==> config.mk <==
export PLATFORM = sky130hd
export DESIGN_NAME = asp_top
export DESIGN_NICKNAME = d
export VERILOG_FILES = /design/src/asp_pkg.sv /design/src/asp_top.sv /design/src/asp_tick_gen.sv /design/src/asp_skid_buf.sv
export SDC_FILE = /design/constraint.sdc
export NUM_CORES = 1
export LEC_CHECK = 0
export BUFFER_PORTS_ARGS = -buffer_cell sky130_fd_sc_hd__buf_4
export CORE_ASPECT_RATIO = 1.5
export CORE_UTILIZATION = 58
export DETAILED_ROUTE_END_ITERATION = 7
export PLACE_DENSITY = 0.76
export SYNTH_ARGS = -nofsm -noshare
export SYNTH_HDL_FRONTEND = slang
export SYNTH_SLANG_ARGS = --single-unit
==> constraint.sdc <==
create_clock -name ref_clk -period 3.1 [get_ports ref_clk]
set_input_delay 0.155 -clock ref_clk [delete_from_list [all_inputs] [get_ports ref_clk]]
set_output_delay 0.155 -clock ref_clk [all_outputs]
set_load 0.05 [all_outputs]
==> src/asp_pkg.sv <==
/*
 * Constants shared by the asynchronous serial port: register offsets,
 * control bit positions, reset values and baud clock source codes.
 * Assumes a single 100 MHz system clock and a plain register port.
 */
// Summary of operation
// RULE1: Transmit rate from 8-bit auto-reload timer overflow
// RULE2: Hidden receive timer shares reload, runs when enabled
// RULE3: Both overflows halved to give bit rates
// RULE4: Start edge forces receive timer reload
// RULE5: Overflow every 256 minus reload ticks
// RULE6: Timer ticks from one of six sources
// RULE7: Control bit 7 selects 8 or 9 bit; the bit is only stored, frames stay 8-bit
// RULE8: Ten bits: start, eight LSB first, stop
// RULE9: Buffer write starts a transmission
// RULE10: Transmit done set at stop bit start
// RULE11: Receive only while receive enable set
// RULE12: Load only if done clear, stop checked
// RULE13: Load stores byte, stop bit, sets done
// RULE14: Failed load changes nothing
// RULE15: Overrun keeps first byte, drops next
// RULE16: Interrupt request when either flag set
// RULE17: Transmit and receive run independently
// RULE18: Idle line high, start is falling edge
// RULE19: Sample each bit near its middle
package asp_pkg;
    // ------------------------------------------------------------------
    // Register offsets
    // ------------------------------------------------------------------
    localparam logic [2:0] ASP_ADDR_CTRL = 3'h0; // Serial control register
    localparam logic [2:0] ASP_ADDR_BUF = 3'h1; // Serial buffer
    localparam logic [2:0] ASP_ADDR_RELOAD = 3'h2; // Baud timer reload byte
    localparam logic [2:0] ASP_ADDR_TCFG = 3'h3; // Baud timer run and source
    localparam logic [2:0] ASP_ADDR_TLOW = 3'h4; // Baud timer low count
    // ------------------------------------------------------------------
    // Control register bit positions, plus the timer config run bit
    // ------------------------------------------------------------------
    localparam int ASP_BIT_WIDTH = 7; // Frame width select
    localparam int ASP_BIT_MCE = 5; // Multiprocessor check enable
    localparam int ASP_BIT_REN = 4; // Receive enable
    localparam int ASP_BIT_RB = 2; // Received stop bit
    localparam int ASP_BIT_TI = 1; // Transmit done flag
    localparam int ASP_BIT_RI = 0; // Receive done flag
    localparam int ASP_BIT_RUN = 3; // Timer run bit in timer config
    // ------------------------------------------------------------------
    // Reset values and frame constants
    // ------------------------------------------------------------------
    localparam logic [7:0] ASP_RST_BYTE = 8'h00;
    localparam logic [3:0] ASP_DATA_BITS = 4'h8; // Data bits per frame
    // ------------------------------------------------------------------
    // Baud clock sources
    // ------------------------------------------------------------------
    typedef enum logic [2:0] {
        ASP_SRC_SYS, ASP_SRC_DIV4, ASP_SRC_DIV12, ASP_SRC_DIV48,
        ASP_SRC_XOSC8, ASP_SRC_EXT
    } asp_src_e;
    localparam logic [5:0] ASP_DIV4_LAST = 6'h03;
    localparam logic [5:0] ASP_DIV12_LAST = 6'h0b;
    localparam logic [5:0] ASP_DIV48_LAST = 6'h2f;
    localparam logic [3:0] ASP_XOSC_LAST = 4'hf; // 16 edges, eight periods
endpackage

==> src/asp_top.sv <==
/*
 * Asynchronous serial port with its baud timers, register port,
 * transmit and receive engines.
 * Assumes a 100 MHz ref_clk, synchronous active-high rst and a register
 * master that never issues read and write strobes together.
 */
`timescale 1ns/1ps
`default_nettype none
module asp_top (
    input wire logic ref_clk,
    input wire logic rst,
    input wire logic [2:0] reg_addr,
    input wire logic [7:0] reg_wdata,
    input wire logic reg_wr,
    input wire logic reg_rd,
    output logic [7:0] reg_rdata,
    input wire logic irq_enable,
    input wire logic serial_in_pin,
    input wire logic baud_timer_ext_input,
    input wire logic xosc_in,
    output logic serial_out_pin,
    output logic irq_req
);
    // ------------------------------------------------------------------
    // Pin synchronisers
    // ------------------------------------------------------------------
    logic [1:0] rx_s_r; // Receive pin pair
    logic [1:0] ext_s_r; // External timer input pair
    logic [1:0] xo_s_r; // Oscillator pair
    logic rx_prev_r; // Previous synchronised receive level

    // Two flops for each asynchronous pin; idle line is high
    always_ff @(posedge ref_clk) begin
        if (rst) begin
            rx_s_r <= 2'h3;
            ext_s_r <= 2'h0;
            xo_s_r <= 2'h0;
            rx_prev_r <= 1'b1;
        end else begin
            rx_s_r <= {rx_s_r[0], serial_in_pin};
            ext_s_r <= {ext_s_r[0], baud_timer_ext_input};
            xo_s_r <= {xo_s_r[0], xosc_in};
            rx_prev_r <= rx_s_r[1];
        end
    end

    // ------------------------------------------------------------------
    // Software-visible state and the hidden receive timer
    // ------------------------------------------------------------------
    logic width_sel_r; // Frame width select
    logic mce_r; // Multiprocessor check enable
    logic ren_r; // Receive enable
    logic rb_r; // Received stop bit
    logic ti_r; // Transmit done flag
    logic ri_r; // Receive done flag
    logic [7:0] rbuf_r; // Receive buffer
    logic [7:0] reload_r; // Baud timer reload
    logic [7:0] tlow_r; // Baud timer low count (transmit side)
    logic [7:0] rxt_r; // Hidden receive timer
    logic run_r; // Timer run
    logic [2:0] src_r; // Clock source select
    logic [7:0] ctrl_rd;
    logic wr_ctrl;
    logic wr_buf;
    logic tick;

    assign wr_ctrl = reg_wr && (reg_addr == asp_pkg::ASP_ADDR_CTRL);
    assign wr_buf = reg_wr && (reg_addr == asp_pkg::ASP_ADDR_BUF);

    // Tick source
    asp_tick_gen u_tick (
        .ref_clk(ref_clk),
        .rst(rst),
        .src_sel(src_r),
        .xosc_sync(xo_s_r[1]),
        .ext_sync(ext_s_r[1]),
        .tick(tick)
    );

    // ------------------------------------------------------------------
    // Baud timers
    // ------------------------------------------------------------------
    logic tx_ovf;
    logic rx_ovf;
    logic tx_half_r; // Transmit overflow halving bit
    logic rx_half_r; // Receive overflow halving bit
    logic start_edge;
    logic rx_busy_r;

    // Function used for both timers: overflow at 0xff with tick
    function automatic logic asp_ovf(input logic [7:0] cnt, input logic tk, input logic rn);
        asp_ovf = rn && tk && (cnt == 8'hff);
    endfunction

    assign tx_ovf = asp_ovf(tlow_r, tick, run_r); // [RULE1] [RULE5]
    assign rx_ovf = asp_ovf(rxt_r, tick, run_r); // [RULE2] [RULE5]
    assign start_edge = rx_prev_r && !rx_s_r[1] && !rx_busy_r && ren_r; // [RULE18]

    // Transmit timer: counts up, reloads on overflow, software may write it
    always_ff @(posedge ref_clk) begin
        if (rst) begin
            tlow_r <= asp_pkg::ASP_RST_BYTE;
        end else if (reg_wr && (reg_addr == asp_pkg::ASP_ADDR_TLOW)) begin
            tlow_r <= reg_wdata;
        end else if (tx_ovf) begin
            tlow_r <= reload_r; // [RULE1]
        end else if (run_r && tick) begin
            tlow_r <= tlow_r + 8'h01;
        end
    end

    // Receive timer: same reload, forced reload on start edge
    always_ff @(posedge ref_clk) begin
        if (rst) begin
            rxt_r <= asp_pkg::ASP_RST_BYTE;
        end else if (start_edge || rx_ovf) begin
            rxt_r <= reload_r; // [RULE2] [RULE4]
        end else if (run_r && tick) begin
            rxt_r <= rxt_r + 8'h01;
        end
    end

    // Halve each overflow stream into bit-rate pulses
    always_ff @(posedge ref_clk) begin
        if (rst) begin
            tx_half_r <= 1'b0;
            rx_half_r <= 1'b0;
        end else begin
            if (tx_ovf) begin
                tx_half_r <= !tx_half_r; // [RULE3]
            end
            if (start_edge) begin
                rx_half_r <= 1'b0; // [RULE4]
            end else if (rx_ovf) begin
                rx_half_r <= !rx_half_r; // [RULE3]
            end
        end
    end

    logic tx_bit_tick;
    assign tx_bit_tick = tx_ovf && tx_half_r;

    // ------------------------------------------------------------------
    // Transmit path with two-entry buffer
    // ------------------------------------------------------------------
    logic [7:0] txq_data;
    logic txq_valid;
    logic txq_take;
    logic wbuf_ready; // Low when both entries hold bytes; writes then dropped
    logic [9:0] tx_sh_r; // Frame shifter: stop, data; start bit driven directly
    logic [3:0] tx_cnt_r; // Bits left in frame
    logic tx_out_r;

    asp_skid_buf #(.WIDTH(8)) u_txq (
        .ref_clk(ref_clk),
        .rst(rst),
        .in_data(reg_wdata),
        .in_valid(wr_buf), // [RULE9]
        .in_ready(wbuf_ready),
        .out_data(txq_data),
        .out_valid(txq_valid),
        .out_ready(txq_take)
    );
    assign txq_take = (tx_cnt_r == 4'h0) && tx_bit_tick;

    // Shifter loads at a bit boundary so every bit lasts a full period
    always_ff @(posedge ref_clk) begin
        if (rst) begin
            tx_sh_r <= 10'h3ff;
            tx_cnt_r <= 4'h0;
            tx_out_r <= 1'b1; // [RULE18]
        end else if (tx_bit_tick) begin
            if (tx_cnt_r != 4'h0) begin
                tx_out_r <= tx_sh_r[0]; // [RULE8] LSB first
                tx_sh_r <= {1'b1, tx_sh_r[9:1]};
                tx_cnt_r <= tx_cnt_r - 4'h1;
            end else if (txq_valid) begin
                tx_out_r <= 1'b0; // Start bit [RULE8]
                tx_sh_r <= {1'b1, 1'b1, txq_data};
                tx_cnt_r <= asp_pkg::ASP_DATA_BITS + 4'h1;
            end else begin
                tx_out_r <= 1'b1;
            end
        end
    end
    assign serial_out_pin = tx_out_r;

    // ------------------------------------------------------------------
    // Receive path
    // ------------------------------------------------------------------
    logic [3:0] rx_bit_r; // Bits received so far
    logic [7:0] rx_sh_r; // Incoming data shifter
    logic rx_sample;
    logic rx_load_ok;

    // First overflow after the forced reload is half a bit: mid start bit
    assign rx_sample = rx_busy_r && rx_ovf && !rx_half_r; // [RULE19] [RULE3]
    // Load needs done flag clear and, when checked, a high stop bit
    assign rx_load_ok = !ri_r && (!mce_r || rx_s_r[1]); // [RULE12] [RULE15]

    // Bit sampling engine, runs alongside the transmitter [RULE17]
    always_ff @(posedge ref_clk) begin
        if (rst) begin
            rx_busy_r <= 1'b0;
            rx_bit_r <= 4'h0;
            rx_sh_r <= asp_pkg::ASP_RST_BYTE;
        end else if (start_edge) begin
            rx_busy_r <= 1'b1; // [RULE11]
            rx_bit_r <= 4'h0;
        end else if (rx_sample) begin
            if (rx_bit_r == 4'h0 && rx_s_r[1]) begin
                rx_busy_r <= 1'b0; // False start, back to idle
            end else if (rx_bit_r == asp_pkg::ASP_DATA_BITS + 4'h1) begin
                rx_busy_r <= 1'b0; // Stop bit taken
            end else begin
                if (rx_bit_r != 4'h0) begin
                    rx_sh_r <= {rx_s_r[1], rx_sh_r[7:1]}; // [RULE8]
                end
                rx_bit_r <= rx_bit_r + 4'h1;
            end
        end
    end

    logic rx_stop_evt;
    assign rx_stop_evt = rx_sample && (rx_bit_r == asp_pkg::ASP_DATA_BITS + 4'h1);

    // ------------------------------------------------------------------
    // Control register and flags; hardware set wins over software clear
    // ------------------------------------------------------------------
    always_ff @(posedge ref_clk) begin
        if (rst) begin
            width_sel_r <= 1'b0;
            mce_r <= 1'b0;
            ren_r <= 1'b0;
        end else if (wr_ctrl) begin
            width_sel_r <= reg_wdata[asp_pkg::ASP_BIT_WIDTH]; // [RULE7]
            mce_r <= reg_wdata[asp_pkg::ASP_BIT_MCE];
            ren_r <= reg_wdata[asp_pkg::ASP_BIT_REN]; // [RULE11]
        end
    end

    // Transmit done: set as the stop bit goes out
    always_ff @(posedge ref_clk) begin
        if (rst) begin
            ti_r <= 1'b0;
        end else if (tx_bit_tick && tx_cnt_r == 4'h1) begin
            ti_r <= 1'b1; // [RULE10]
        end else if (wr_ctrl) begin
            ti_r <= reg_wdata[asp_pkg::ASP_BIT_TI];
        end
    end

    // Receive done, stop bit and buffer load; nothing moves on failure
    always_ff @(posedge ref_clk) begin
        if (rst) begin
            ri_r <= 1'b0;
            rb_r <= 1'b0;
            rbuf_r <= asp_pkg::ASP_RST_BYTE;
        end else if (rx_stop_evt && rx_load_ok) begin
            ri_r <= 1'b1; // [RULE13]
            rb_r <= rx_s_r[1]; // [RULE13]
            rbuf_r <= rx_sh_r; // [RULE13]
        end else if (wr_ctrl) begin
            ri_r <= reg_wdata[asp_pkg::ASP_BIT_RI]; // [RULE14]
            rb_r <= reg_wdata[asp_pkg::ASP_BIT_RB];
        end
    end

    // Timer configuration
    always_ff @(posedge ref_clk) begin
        if (rst) begin
            reload_r <= asp_pkg::ASP_RST_BYTE;
            run_r <= 1'b0;
            src_r <= asp_pkg::ASP_SRC_SYS;
        end else if (reg_wr && reg_addr == asp_pkg::ASP_ADDR_RELOAD) begin
            reload_r <= reg_wdata;
        end else if (reg_wr && reg_addr == asp_pkg::ASP_ADDR_TCFG) begin
            run_r <= reg_wdata[asp_pkg::ASP_BIT_RUN];
            src_r <= reg_wdata[2:0];
        end
    end

    // Interrupt request from either flag
    always_ff @(posedge ref_clk) begin
        if (rst) begin
            irq_req <= 1'b0;
        end else begin
            irq_req <= irq_enable && (ti_r || ri_r); // [RULE16]
        end
    end

    // ------------------------------------------------------------------
    // Read port: data one cycle after the strobe, zero otherwise
    // ------------------------------------------------------------------
    always_comb begin
        ctrl_rd = 8'h00;
        ctrl_rd[asp_pkg::ASP_BIT_WIDTH] = width_sel_r;
        ctrl_rd[asp_pkg::ASP_BIT_MCE] = mce_r;
        ctrl_rd[asp_pkg::ASP_BIT_REN] = ren_r;
        ctrl_rd[asp_pkg::ASP_BIT_RB] = rb_r;
        ctrl_rd[asp_pkg::ASP_BIT_TI] = ti_r;
        ctrl_rd[asp_pkg::ASP_BIT_RI] = ri_r;
    end

    always_ff @(posedge ref_clk) begin
        if (rst || !reg_rd) begin
            reg_rdata <= 8'h00;
        end else begin
            unique case (reg_addr)
                asp_pkg::ASP_ADDR_CTRL: reg_rdata <= ctrl_rd;
                asp_pkg::ASP_ADDR_BUF: reg_rdata <= rbuf_r;
                asp_pkg::ASP_ADDR_RELOAD: reg_rdata <= reload_r;
                asp_pkg::ASP_ADDR_TCFG: reg_rdata <= {4'h0, run_r, src_r};
                asp_pkg::ASP_ADDR_TLOW: reg_rdata <= tlow_r;
                default: reg_rdata <= 8'h00; // Unmapped reads zero
            endcase
        end
    end
endmodule // asp_top
`default_nettype wire

==> src/asp_tick_gen.sv <==
/*
 * Baud tick source for the serial port timers.
 * Assumes pin-level inputs have already been synchronised to ref_clk.
 */
`timescale 1ns/1ps
`default_nettype none
module asp_tick_gen (
    input wire logic ref_clk,
    input wire logic rst,
    input wire logic [2:0] src_sel,
    input wire logic xosc_sync,
    input wire logic ext_sync,
    output logic tick
);
    // ------------------------------------------------------------------
    // Prescaler state
    // ------------------------------------------------------------------
    logic [5:0] pre_r; // Free prescaler count
    logic [3:0] xcnt_r; // External oscillator edge count
    logic xosc_d_r; // Previous oscillator level
    logic ext_d_r; // Previous external input level
    logic pre_wrap;
    logic xosc_edge;

    // Wrap point chosen by source; /48 and all other codes wrap at 47
    always_comb begin
        unique case (src_sel)
            asp_pkg::ASP_SRC_DIV4: pre_wrap = (pre_r == asp_pkg::ASP_DIV4_LAST);
            asp_pkg::ASP_SRC_DIV12: pre_wrap = (pre_r == asp_pkg::ASP_DIV12_LAST);
            default: pre_wrap = (pre_r == asp_pkg::ASP_DIV48_LAST);
        endcase
    end

    // Prescaler counter
    always_ff @(posedge ref_clk) begin
        if (rst || pre_wrap) begin
            pre_r <= 6'h00;
        end else begin
            pre_r <= pre_r + 6'h01;
        end
    end

    // Edge history of slow inputs
    always_ff @(posedge ref_clk) begin
        if (rst) begin
            xosc_d_r <= 1'b0;
            ext_d_r <= 1'b0;
            xcnt_r <= 4'h0;
        end else begin
            xosc_d_r <= xosc_sync;
            ext_d_r <= ext_sync;
            if (xosc_edge) begin
                xcnt_r <= xcnt_r + 4'h1;
            end
        end
    end
    assign xosc_edge = xosc_sync ^ xosc_d_r;

    // Tick selection [RULE6]
    always_comb begin
        unique case (src_sel)
            asp_pkg::ASP_SRC_SYS: tick = 1'b1;
            asp_pkg::ASP_SRC_DIV4, asp_pkg::ASP_SRC_DIV12,
            asp_pkg::ASP_SRC_DIV48: tick = pre_wrap;
            asp_pkg::ASP_SRC_XOSC8: tick = xosc_edge && (xcnt_r == asp_pkg::ASP_XOSC_LAST);
            asp_pkg::ASP_SRC_EXT: tick = ext_sync && !ext_d_r;
            default: tick = 1'b0; // Unused codes stop the timer
        endcase
    end
endmodule // asp_tick_gen
`default_nettype wire

==> src/asp_skid_buf.sv <==
/*
 * Two-entry buffer with valid and ready on both sides.
 * Assumes both sides run on ref_clk.
 */
`timescale 1ns/1ps
`default_nettype none
module asp_skid_buf #(
    parameter int WIDTH = 8
) (
    input wire logic ref_clk,
    input wire logic rst,
    input wire logic [WIDTH-1:0] in_data,
    input wire logic in_valid,
    output logic in_ready,
    output logic [WIDTH-1:0] out_data,
    output logic out_valid,
    input wire logic out_ready
);
    // ------------------------------------------------------------------
    // Storage
    // ------------------------------------------------------------------
    logic [WIDTH-1:0] mem_r [2]; // Two entries
    logic rd_r; // Read pointer
    logic wr_r; // Write pointer
    logic [1:0] cnt_r; // Fill count
    logic push;
    logic pop;

    assign in_ready = (cnt_r != 2'h2); // Full stalls the writer
    assign out_valid = (cnt_r != 2'h0);
    assign out_data = mem_r[rd_r];
    assign push = in_valid && in_ready;
    assign pop = out_valid && out_ready;

    // Pointer and count update
    always_ff @(posedge ref_clk) begin
        if (rst) begin
            rd_r <= 1'b0;
            wr_r <= 1'b0;
            cnt_r <= 2'h0;
        end else begin
            if (push) begin
                wr_r <= !wr_r;
            end
            if (pop) begin
                rd_r <= !rd_r;
            end
            cnt_r <= cnt_r + {1'b0, push} - {1'b0, pop};
        end
    end

    // Entry write, no reset needed on data
    always_ff @(posedge ref_clk) begin
        if (push) begin
            mem_r[wr_r] <= in_data;
        end
    end
endmodule // asp_skid_buf
`default_nettype wire

# After elaboration in Yosys (flattened, before gate mapping)
# Memory sizes are Yosys's and may differ from the RTL's. A register that Yosys moved wholly into a read port is not among the register bits.
# Cells that the tools add are included.
# classes
mux	28
bitwise	5
n_addsub	8
n_eq_ne	18
n_reduce_logical	61
# ops
operator	count
$mux W8	5
$pmux W8 S5	1
$logic_and A1 B1 Y1	25
$mux W10	2
$add A8 B1 Y8 const B	2
$eq A8 B8 Y1 const B	2
$mux W1	16
$eq A3 B2 Y1 const B	4
$reduce_bool A2 Y1	6
$logic_not A1 Y1	10
$eq A3 B3 Y1 const B	3
$add A4 B1 Y4 const B	2
$eq A4 B4 Y1 const B	2
$logic_not A4 Y1	2
$mux W4	2
$reduce_bool A4 Y1	2
$add A6 B1 Y6 const B	1
$eq A3 B1 Y1 const B	2
$eq A6 B2 Y1 const B	1
$eq A6 B4 Y1 const B	1
$eq A6 B6 Y1 const B	1
$logic_not A3 Y1	2
$reduce_and A2 Y1	3
$reduce_bool A3 Y1	2
other kinds (14)	21
# word_totals
ramBits	16
n_memories	1
elab_cells	154
regBits	104
out_inout_bits	10
input_bits	19
# memory_table
name	words	width	rd	rd_ports_with_merged_regs	write_ports	line	text
u_txq.mem_r	2	8	1	1	1	asp_skid_buf.sv:22	logic [WIDTH-1:0] mem_r [2];

# Logic depth before layout (Yosys ltp)
# logic_depth
depth_word	10
mapped_depth	13
mapped_depth_nobuf	12

# Modules after synthesis
# Synthesis repeated with hierarchy kept, for this count alone.
# hier_totals
cells_unflattened	580
hier_area_um2	5537.8
# by_module_without_submodules
mod	cells_each	instances	seq_area_each_um2	area_each_um2
asp_top	468	1	1721.7	4147.7
asp_skid_buf	54	1	580.6	832.0
asp_tick_gen	58	1	240.2	558.0

# Worst setup path after synthesis
# Ideal clock, no wire load.
# synth_timing
path_kind	flip-flop to flip-flop
from	reg u_tick.xcnt_r[0]
to	reg u_txq.cnt_r[1]
stages_incl_launch_ff	13
setup_time_ps	128
slack_ps	613
arrival_ps	2359
required_time_ps	2972
period_less_slack_ps	2487
cell_sequence	dfxtp_1 ha_1 nor2b_1 nand4_1 a21oi_4 o2111ai_4 nor3_2 ha_1 inv_1 ha_1 xor2_1 xnor2_1 nor2_1
# synth_between
elab_chain_cells	9
# synth_rtl
item	line	text
from (decl)	asp_tick_gen.sv:19	logic [3:0] xcnt_r;
from (signal assigned)	asp_tick_gen.sv:53	xcnt_r <= xcnt_r + 4'h1;
$eq A4 B4 Y1	asp_tick_gen.sv:65	asp_pkg::ASP_SRC_XOSC8: tick = xosc_edge && (xcnt_r == asp_pkg::ASP_XOSC_LAST);
$logic_and A1 B1 Y1	asp_tick_gen.sv:65	
$pmux W1 S4	asp_tick_gen.sv:61	unique case (src_sel)
$logic_and A1 B1 Y1 (2 in a row)	asp_top.sv:92	asp_ovf = rn && tk && (cnt == 8'hff);
$logic_and A1 B1 Y1	asp_top.sv:141	assign tx_bit_tick = tx_ovf && tx_half_r;
$logic_and A1 B1 Y1	asp_top.sv:164	assign txq_take = (tx_cnt_r == 4'h0) && tx_bit_tick;
$logic_and A1 B1 Y1	asp_skid_buf.sv:33	assign pop = out_valid && out_ready;
via u_txq.pop	asp_skid_buf.sv:27	logic pop;
$sub A2 B1 Y2	asp_skid_buf.sv:48	cnt_r <= cnt_r + {1'b0, push} - {1'b0, pop};
to (signal assigned)	asp_skid_buf.sv:48	
to (decl)	asp_skid_buf.sv:25	logic [1:0] cnt_r;
# The timed path passes the listed nets, and every way through them passes these cells.
# A chain may end at the register's enable or synchronous reset.

# Final worst setup path
# layout_timing
from	reg xo_s_r[1]
to	reg u_txq.cnt_r[1]
# layout_between
elab_chain_cells	9
# layout_rtl
item	line	text
from (decl)	asp_top.sv:29	logic [1:0] xo_s_r;
from (signal assigned)	asp_top.sv:42	xo_s_r <= {xo_s_r[0], xosc_in};
$xor A1 B1 Y1	asp_tick_gen.sv:57	assign xosc_edge = xosc_sync ^ xosc_d_r;
$logic_and A1 B1 Y1	asp_tick_gen.sv:65	
$pmux W1 S4	asp_tick_gen.sv:61	
$logic_and A1 B1 Y1 (2 in a row)	asp_top.sv:92	
$logic_and A1 B1 Y1	asp_top.sv:141	
$logic_and A1 B1 Y1	asp_top.sv:164	
$logic_and A1 B1 Y1	asp_skid_buf.sv:33	
via u_txq.pop	asp_skid_buf.sv:27	
$sub A2 B1 Y2	asp_skid_buf.sv:48	
# The timed path passes the listed nets, and every way through them passes these cells.

==> results <==
- The flow ran to the end, and the final reports show no timing, DRC or antenna violations.
- The number of maximum-capacitance constraint violations is 0.
- The cell at the root of the clock tree is sky130_fd_sc_hd__clkbuf_16.
- The standby leakage power is 2.555 nW.
- Traced cell by cell, the critical path runs through xor2_2, nand4_1, a21oi_4, o2111ai_4, nor3_2, ha_1, inv_1, ha_1, xor2_1, xnor2_1, nor2_1.
- The post-place instance area is 5751 um^2.
- The die area is 9834 um^2.
- Counting stages on the worst path, the most repeated cell is sky130_fd_sc_hd__ha_1.
- The cell count after synthesis came out at 586.
- The number of gates resized after CTS was 0.
- The number of hold buffers added after CTS was 11.
- The storage element area is 2542 um^2.
- Global routing finished with a remaining overflow of 0.
- The violation count after the first detailed-routing iteration is 332.
- The biggest area consumer among synthesized cells is sky130_fd_sc_hd__dfxtp_1.
- The synthesis-to-finish area growth is 18.61%.
- The width of the chip is 81.31 um.
- The area of the placeable core is 9200 um^2.
- The mean post-synth cell area is 9.337 um^2.
- The largest individual stage delay along the critical path comes from the cell sky130_fd_sc_hd__dfxtp_1.
- The highest attainable clock frequency is 368.5 MHz.
- The most used flip-flop cell after synthesis is sky130_fd_sc_hd__dfxtp_1.
- Buffers placed on the I/O ports in this run total 28.
- Along the worst path, the maximum fanout reaches 9.
- The path class of the tightest hold or removal check is in -> reg.
- Final hold analysis gives a worst-case slack of 18.43 ps.
- The measured slew at the worst slew-check pin is 694.6 ps.
- The worst-case IR drop observed on VDD is 0.0005584 V.
- After detailed routing, the average wire length per cell comes to 18.26 um.
- The total negative setup slack is 0 ps.
- In the routed design, unresolved DRC markers number 0.
- For this run, asynchronously set or reset flops after synthesis account for 0.
- TritonCTS built the clock tree.
- The number of buffers between clock root and the deepest sink is 2.
- In this run the vertical extent of the chip is 121.0 um.
- Detailed placement finished with a half-perimeter wire length of 9278 um.
- In this run the cell area of the synthesized design comes to 5471 um^2.
- On the worst path, the slowest cell contributes a delay of 360 ps.
- The worst setup path is of the reg -> reg kind.
- The end-of-flow core utilization is 0.7054.
- The number of buffers added for setup after CTS is 0.
- The final antenna diode count is 0.
- The arrival time at the worst endpoint is 2990 ps.
- The number of sinks handled by clock tree synthesis is 119.
- For this block, the routed nets add up to 13,580 um of wire.
- The clock arrives with 8.762 ps of skew.
- The routed via count is 4,567.
- For this run, the number of standard cells in the final layout without fillers is 744.
- Yosys printed 0 warnings.
- The worst setup path is captured at a flop.
- After synthesis, the netlist uses 60 different library cells.
- Subtracting the final worst setup slack from the clock period gives 2713 ps.
- The detailed-router iteration count before antenna repair is 5.
- Setup repair after global routing left no endpoint under its margin.
- Sorting the synthesized cells by area gives the leading types as sky130_fd_sc_hd__dfxtp_1 (38%), sky130_fd_sc_hd__edfxtp_1 (8.8%), sky130_fd_sc_hd__mux2i_1 (8.2%).
- In the routed layout, each cell is associated on average with a via count of 6.138.
- The site row count is 43.
- In the final layout, the share of cells above drive strength 1 is 0.1440.
- Synthesis inferred 119 register bits.
- The number of slew-limit violations in the final report is 0.
- The type of origin of the critical path is a flop.
- The finished cells cover 6490 um^2.
- Entering global routing, the biggest net connects 60 pins.
- The clock latency reported for the late side of the worst-skew pair is 410 ps.
- The power per standard cell area is 593.7 nW/um^2.
- The layout has 715 filler cells.
- The final RePlAce weighted congestion is 0.9363.
- The net count of the finished layout is 647.
- The multi-input gate area in the final layout is 2723 um^2.
- The total number of H-tree levels is 4.
- In this run, placement finished with an instance count of 701.
- The via count of the first global-routing pass is 4,488.
- The initial antenna violation count is 0.
- The post-route clock period utilization is 0.8753.
- The number of placed I/O pins is 29.
- The number of failing setup endpoints in the final timing report is 0.
- The worst slew margin relative to its limit is 0.5330.
- The count of nets left with antenna violations once routing finished came out at 0.
- For this configuration, the core starts out at a cell density of 0.5947.
- After clock tree synthesis, the clock-pin slew on the worst setup and hold paths is 60 ps.
- The required time at the endpoint of the critical path is 3370 ps.
- The number of hold-slack violations in the final timing report is 0.
- The number of nets handed over by synthesis was 614.
- The number of buffers inserted during clock tree synthesis is 17.
- The overall routing resource usage is 0.2992.
- The share of the Yosys chip area taken by registers is 0.4647.
- The proportion of netlist area held by the largest area contributor is 0.3769.
- The first global-routing pass estimated 21,900 um of wire.
- The number of enable-type register cells in the synthesized netlist is 16.
[synth_stat cells (8+ instances only)]
master / number
sky130_fd_sc_hd__a21oi_1: 34
sky130_fd_sc_hd__a31oi_1: 10
sky130_fd_sc_hd__clkbuf_1: 24
sky130_fd_sc_hd__dfxtp_1: 103
sky130_fd_sc_hd__edfxtp_1: 16
sky130_fd_sc_hd__ha_1: 9
sky130_fd_sc_hd__inv_1: 11
sky130_fd_sc_hd__mux2i_1: 45
sky130_fd_sc_hd__nand2_1: 33
sky130_fd_sc_hd__nand3_1: 22
sky130_fd_sc_hd__nor2_1: 78
sky130_fd_sc_hd__nor2b_1: 16
sky130_fd_sc_hd__nor3_1: 11
sky130_fd_sc_hd__o211ai_1: 11
sky130_fd_sc_hd__o21ai_0: 25
sky130_fd_sc_hd__or3_1: 9
sky130_fd_sc_hd__xnor2_1: 11
sky130_fd_sc_hd__xor2_1: 8
[registers in the layout (all words and copies together), names as in the netlist, 3 cells and up, named ones only]
| signal | cells |
|---|---|
| rxt_r | 8 |
| u_tick.xcnt_r | 4 |
| rbuf_r | 8 |
| tx_cnt_r | 4 |
| reg_rdata | 8 |
| u_tick.pre_r | 6 |
| rx_bit_r | 4 |
| src_r | 3 |
| rx_sh_r | 8 |
| tlow_r | 8 |
| u_txq.mem_r | 16 |
| tx_sh_r | 8 |
| reload_r | 8 |
[layout by cell type (no fill, tap or decap), drive strengths merged, types with 5 or more instances in the layout]
cell type,count
a21oi,35
a22oi,7
a31oi,10
and3,5
buf,40
clkbuf,17
clkinv,7
dfxtp,103
dlygate4sd3,11
edfxtp,16
ha,9
inv,12
mux2,6
mux2i,45
nand2,33
nand2b,7
nand3,22
nand4,7
nor2,79
nor2b,16
nor3,12
nor4,6
o2111ai,5
o211ai,11
o21ai,26
or3,9
xnor2,11
xor2,9
[cell families after synthesis]
group,share of synthesized area
DFF,0.4647
buffers and inverters,0.03773
muxes,0.09879
xor gates and xnor gates,0.03339
AOI/OAI and AO/OA,0.1514
and+or+nand+nor,0.1935
adders and majority gates,0.02058
[worst paths after layout]
check                                   from                 to  slack (ps)  cells after the start
worst min register to register     rx_s_r[0]          rx_s_r[1]         410                      1
worst min-delay path            reg_wdata[4]  u_txq.mem_r[1][4]          20                      1
worst max register to register     xo_s_r[1]     u_txq.cnt_r[1]         390                     11
worst max-delay path               xo_s_r[1]     u_txq.cnt_r[1]         390                     11
[layout make-up]
cell class | instances | share of cell area
clock buffers | 17 | 0.06555
clock inverters | 15 | 0.03142
inverters | 12 | 0.006940
multi-input cells | 418 | 0.4195
flip-flops and latches | 119 | 0.3917
well taps | 112 | 0.02159
repair buffers | 51 | 0.06324
[metrics by stage]
step	setup slack (ps)	power, mW
6_report	386.5	3.853
5_1_grt	167.6	3.969
4_1_cts	361.2	3.875
3_5_place_dp	406.5	1.803
3_3_place_gp	478.4	1.798
2_1_floorplan	613.1	1.738
[worst max-delay path: cells and delay by family, from the launching register on]
family,cells,cell delay (ps)
AOI/OAI and AO/OA,2,520
adders and majority gates,2,430
DFF,1,360
buffers and inverters,1,60
xor gates and xnor gates,3,620
and+or+nand+nor,3,600
[per-layer routing]
layer  wire length [um]  GRT usage  up-vias  part of all wire
li1                   -          -     2186                 -
met5                  0          0        -                 0
met1               5513     0.3412     2204              0.41
met4                584     0.1674        0             0.043
met3                610    0.07519       40             0.045
met2               6874     0.4969      137              0.51
[power by group]
| group | internal [mW] | switching [mW] |
|---|---|---|
| clock network | 1.35 | 0.721 |
| registers | 1.59 | 0.0262 |
| logic | 0.0699 | 0.103 |
Power figures use the tool's default switching activity.
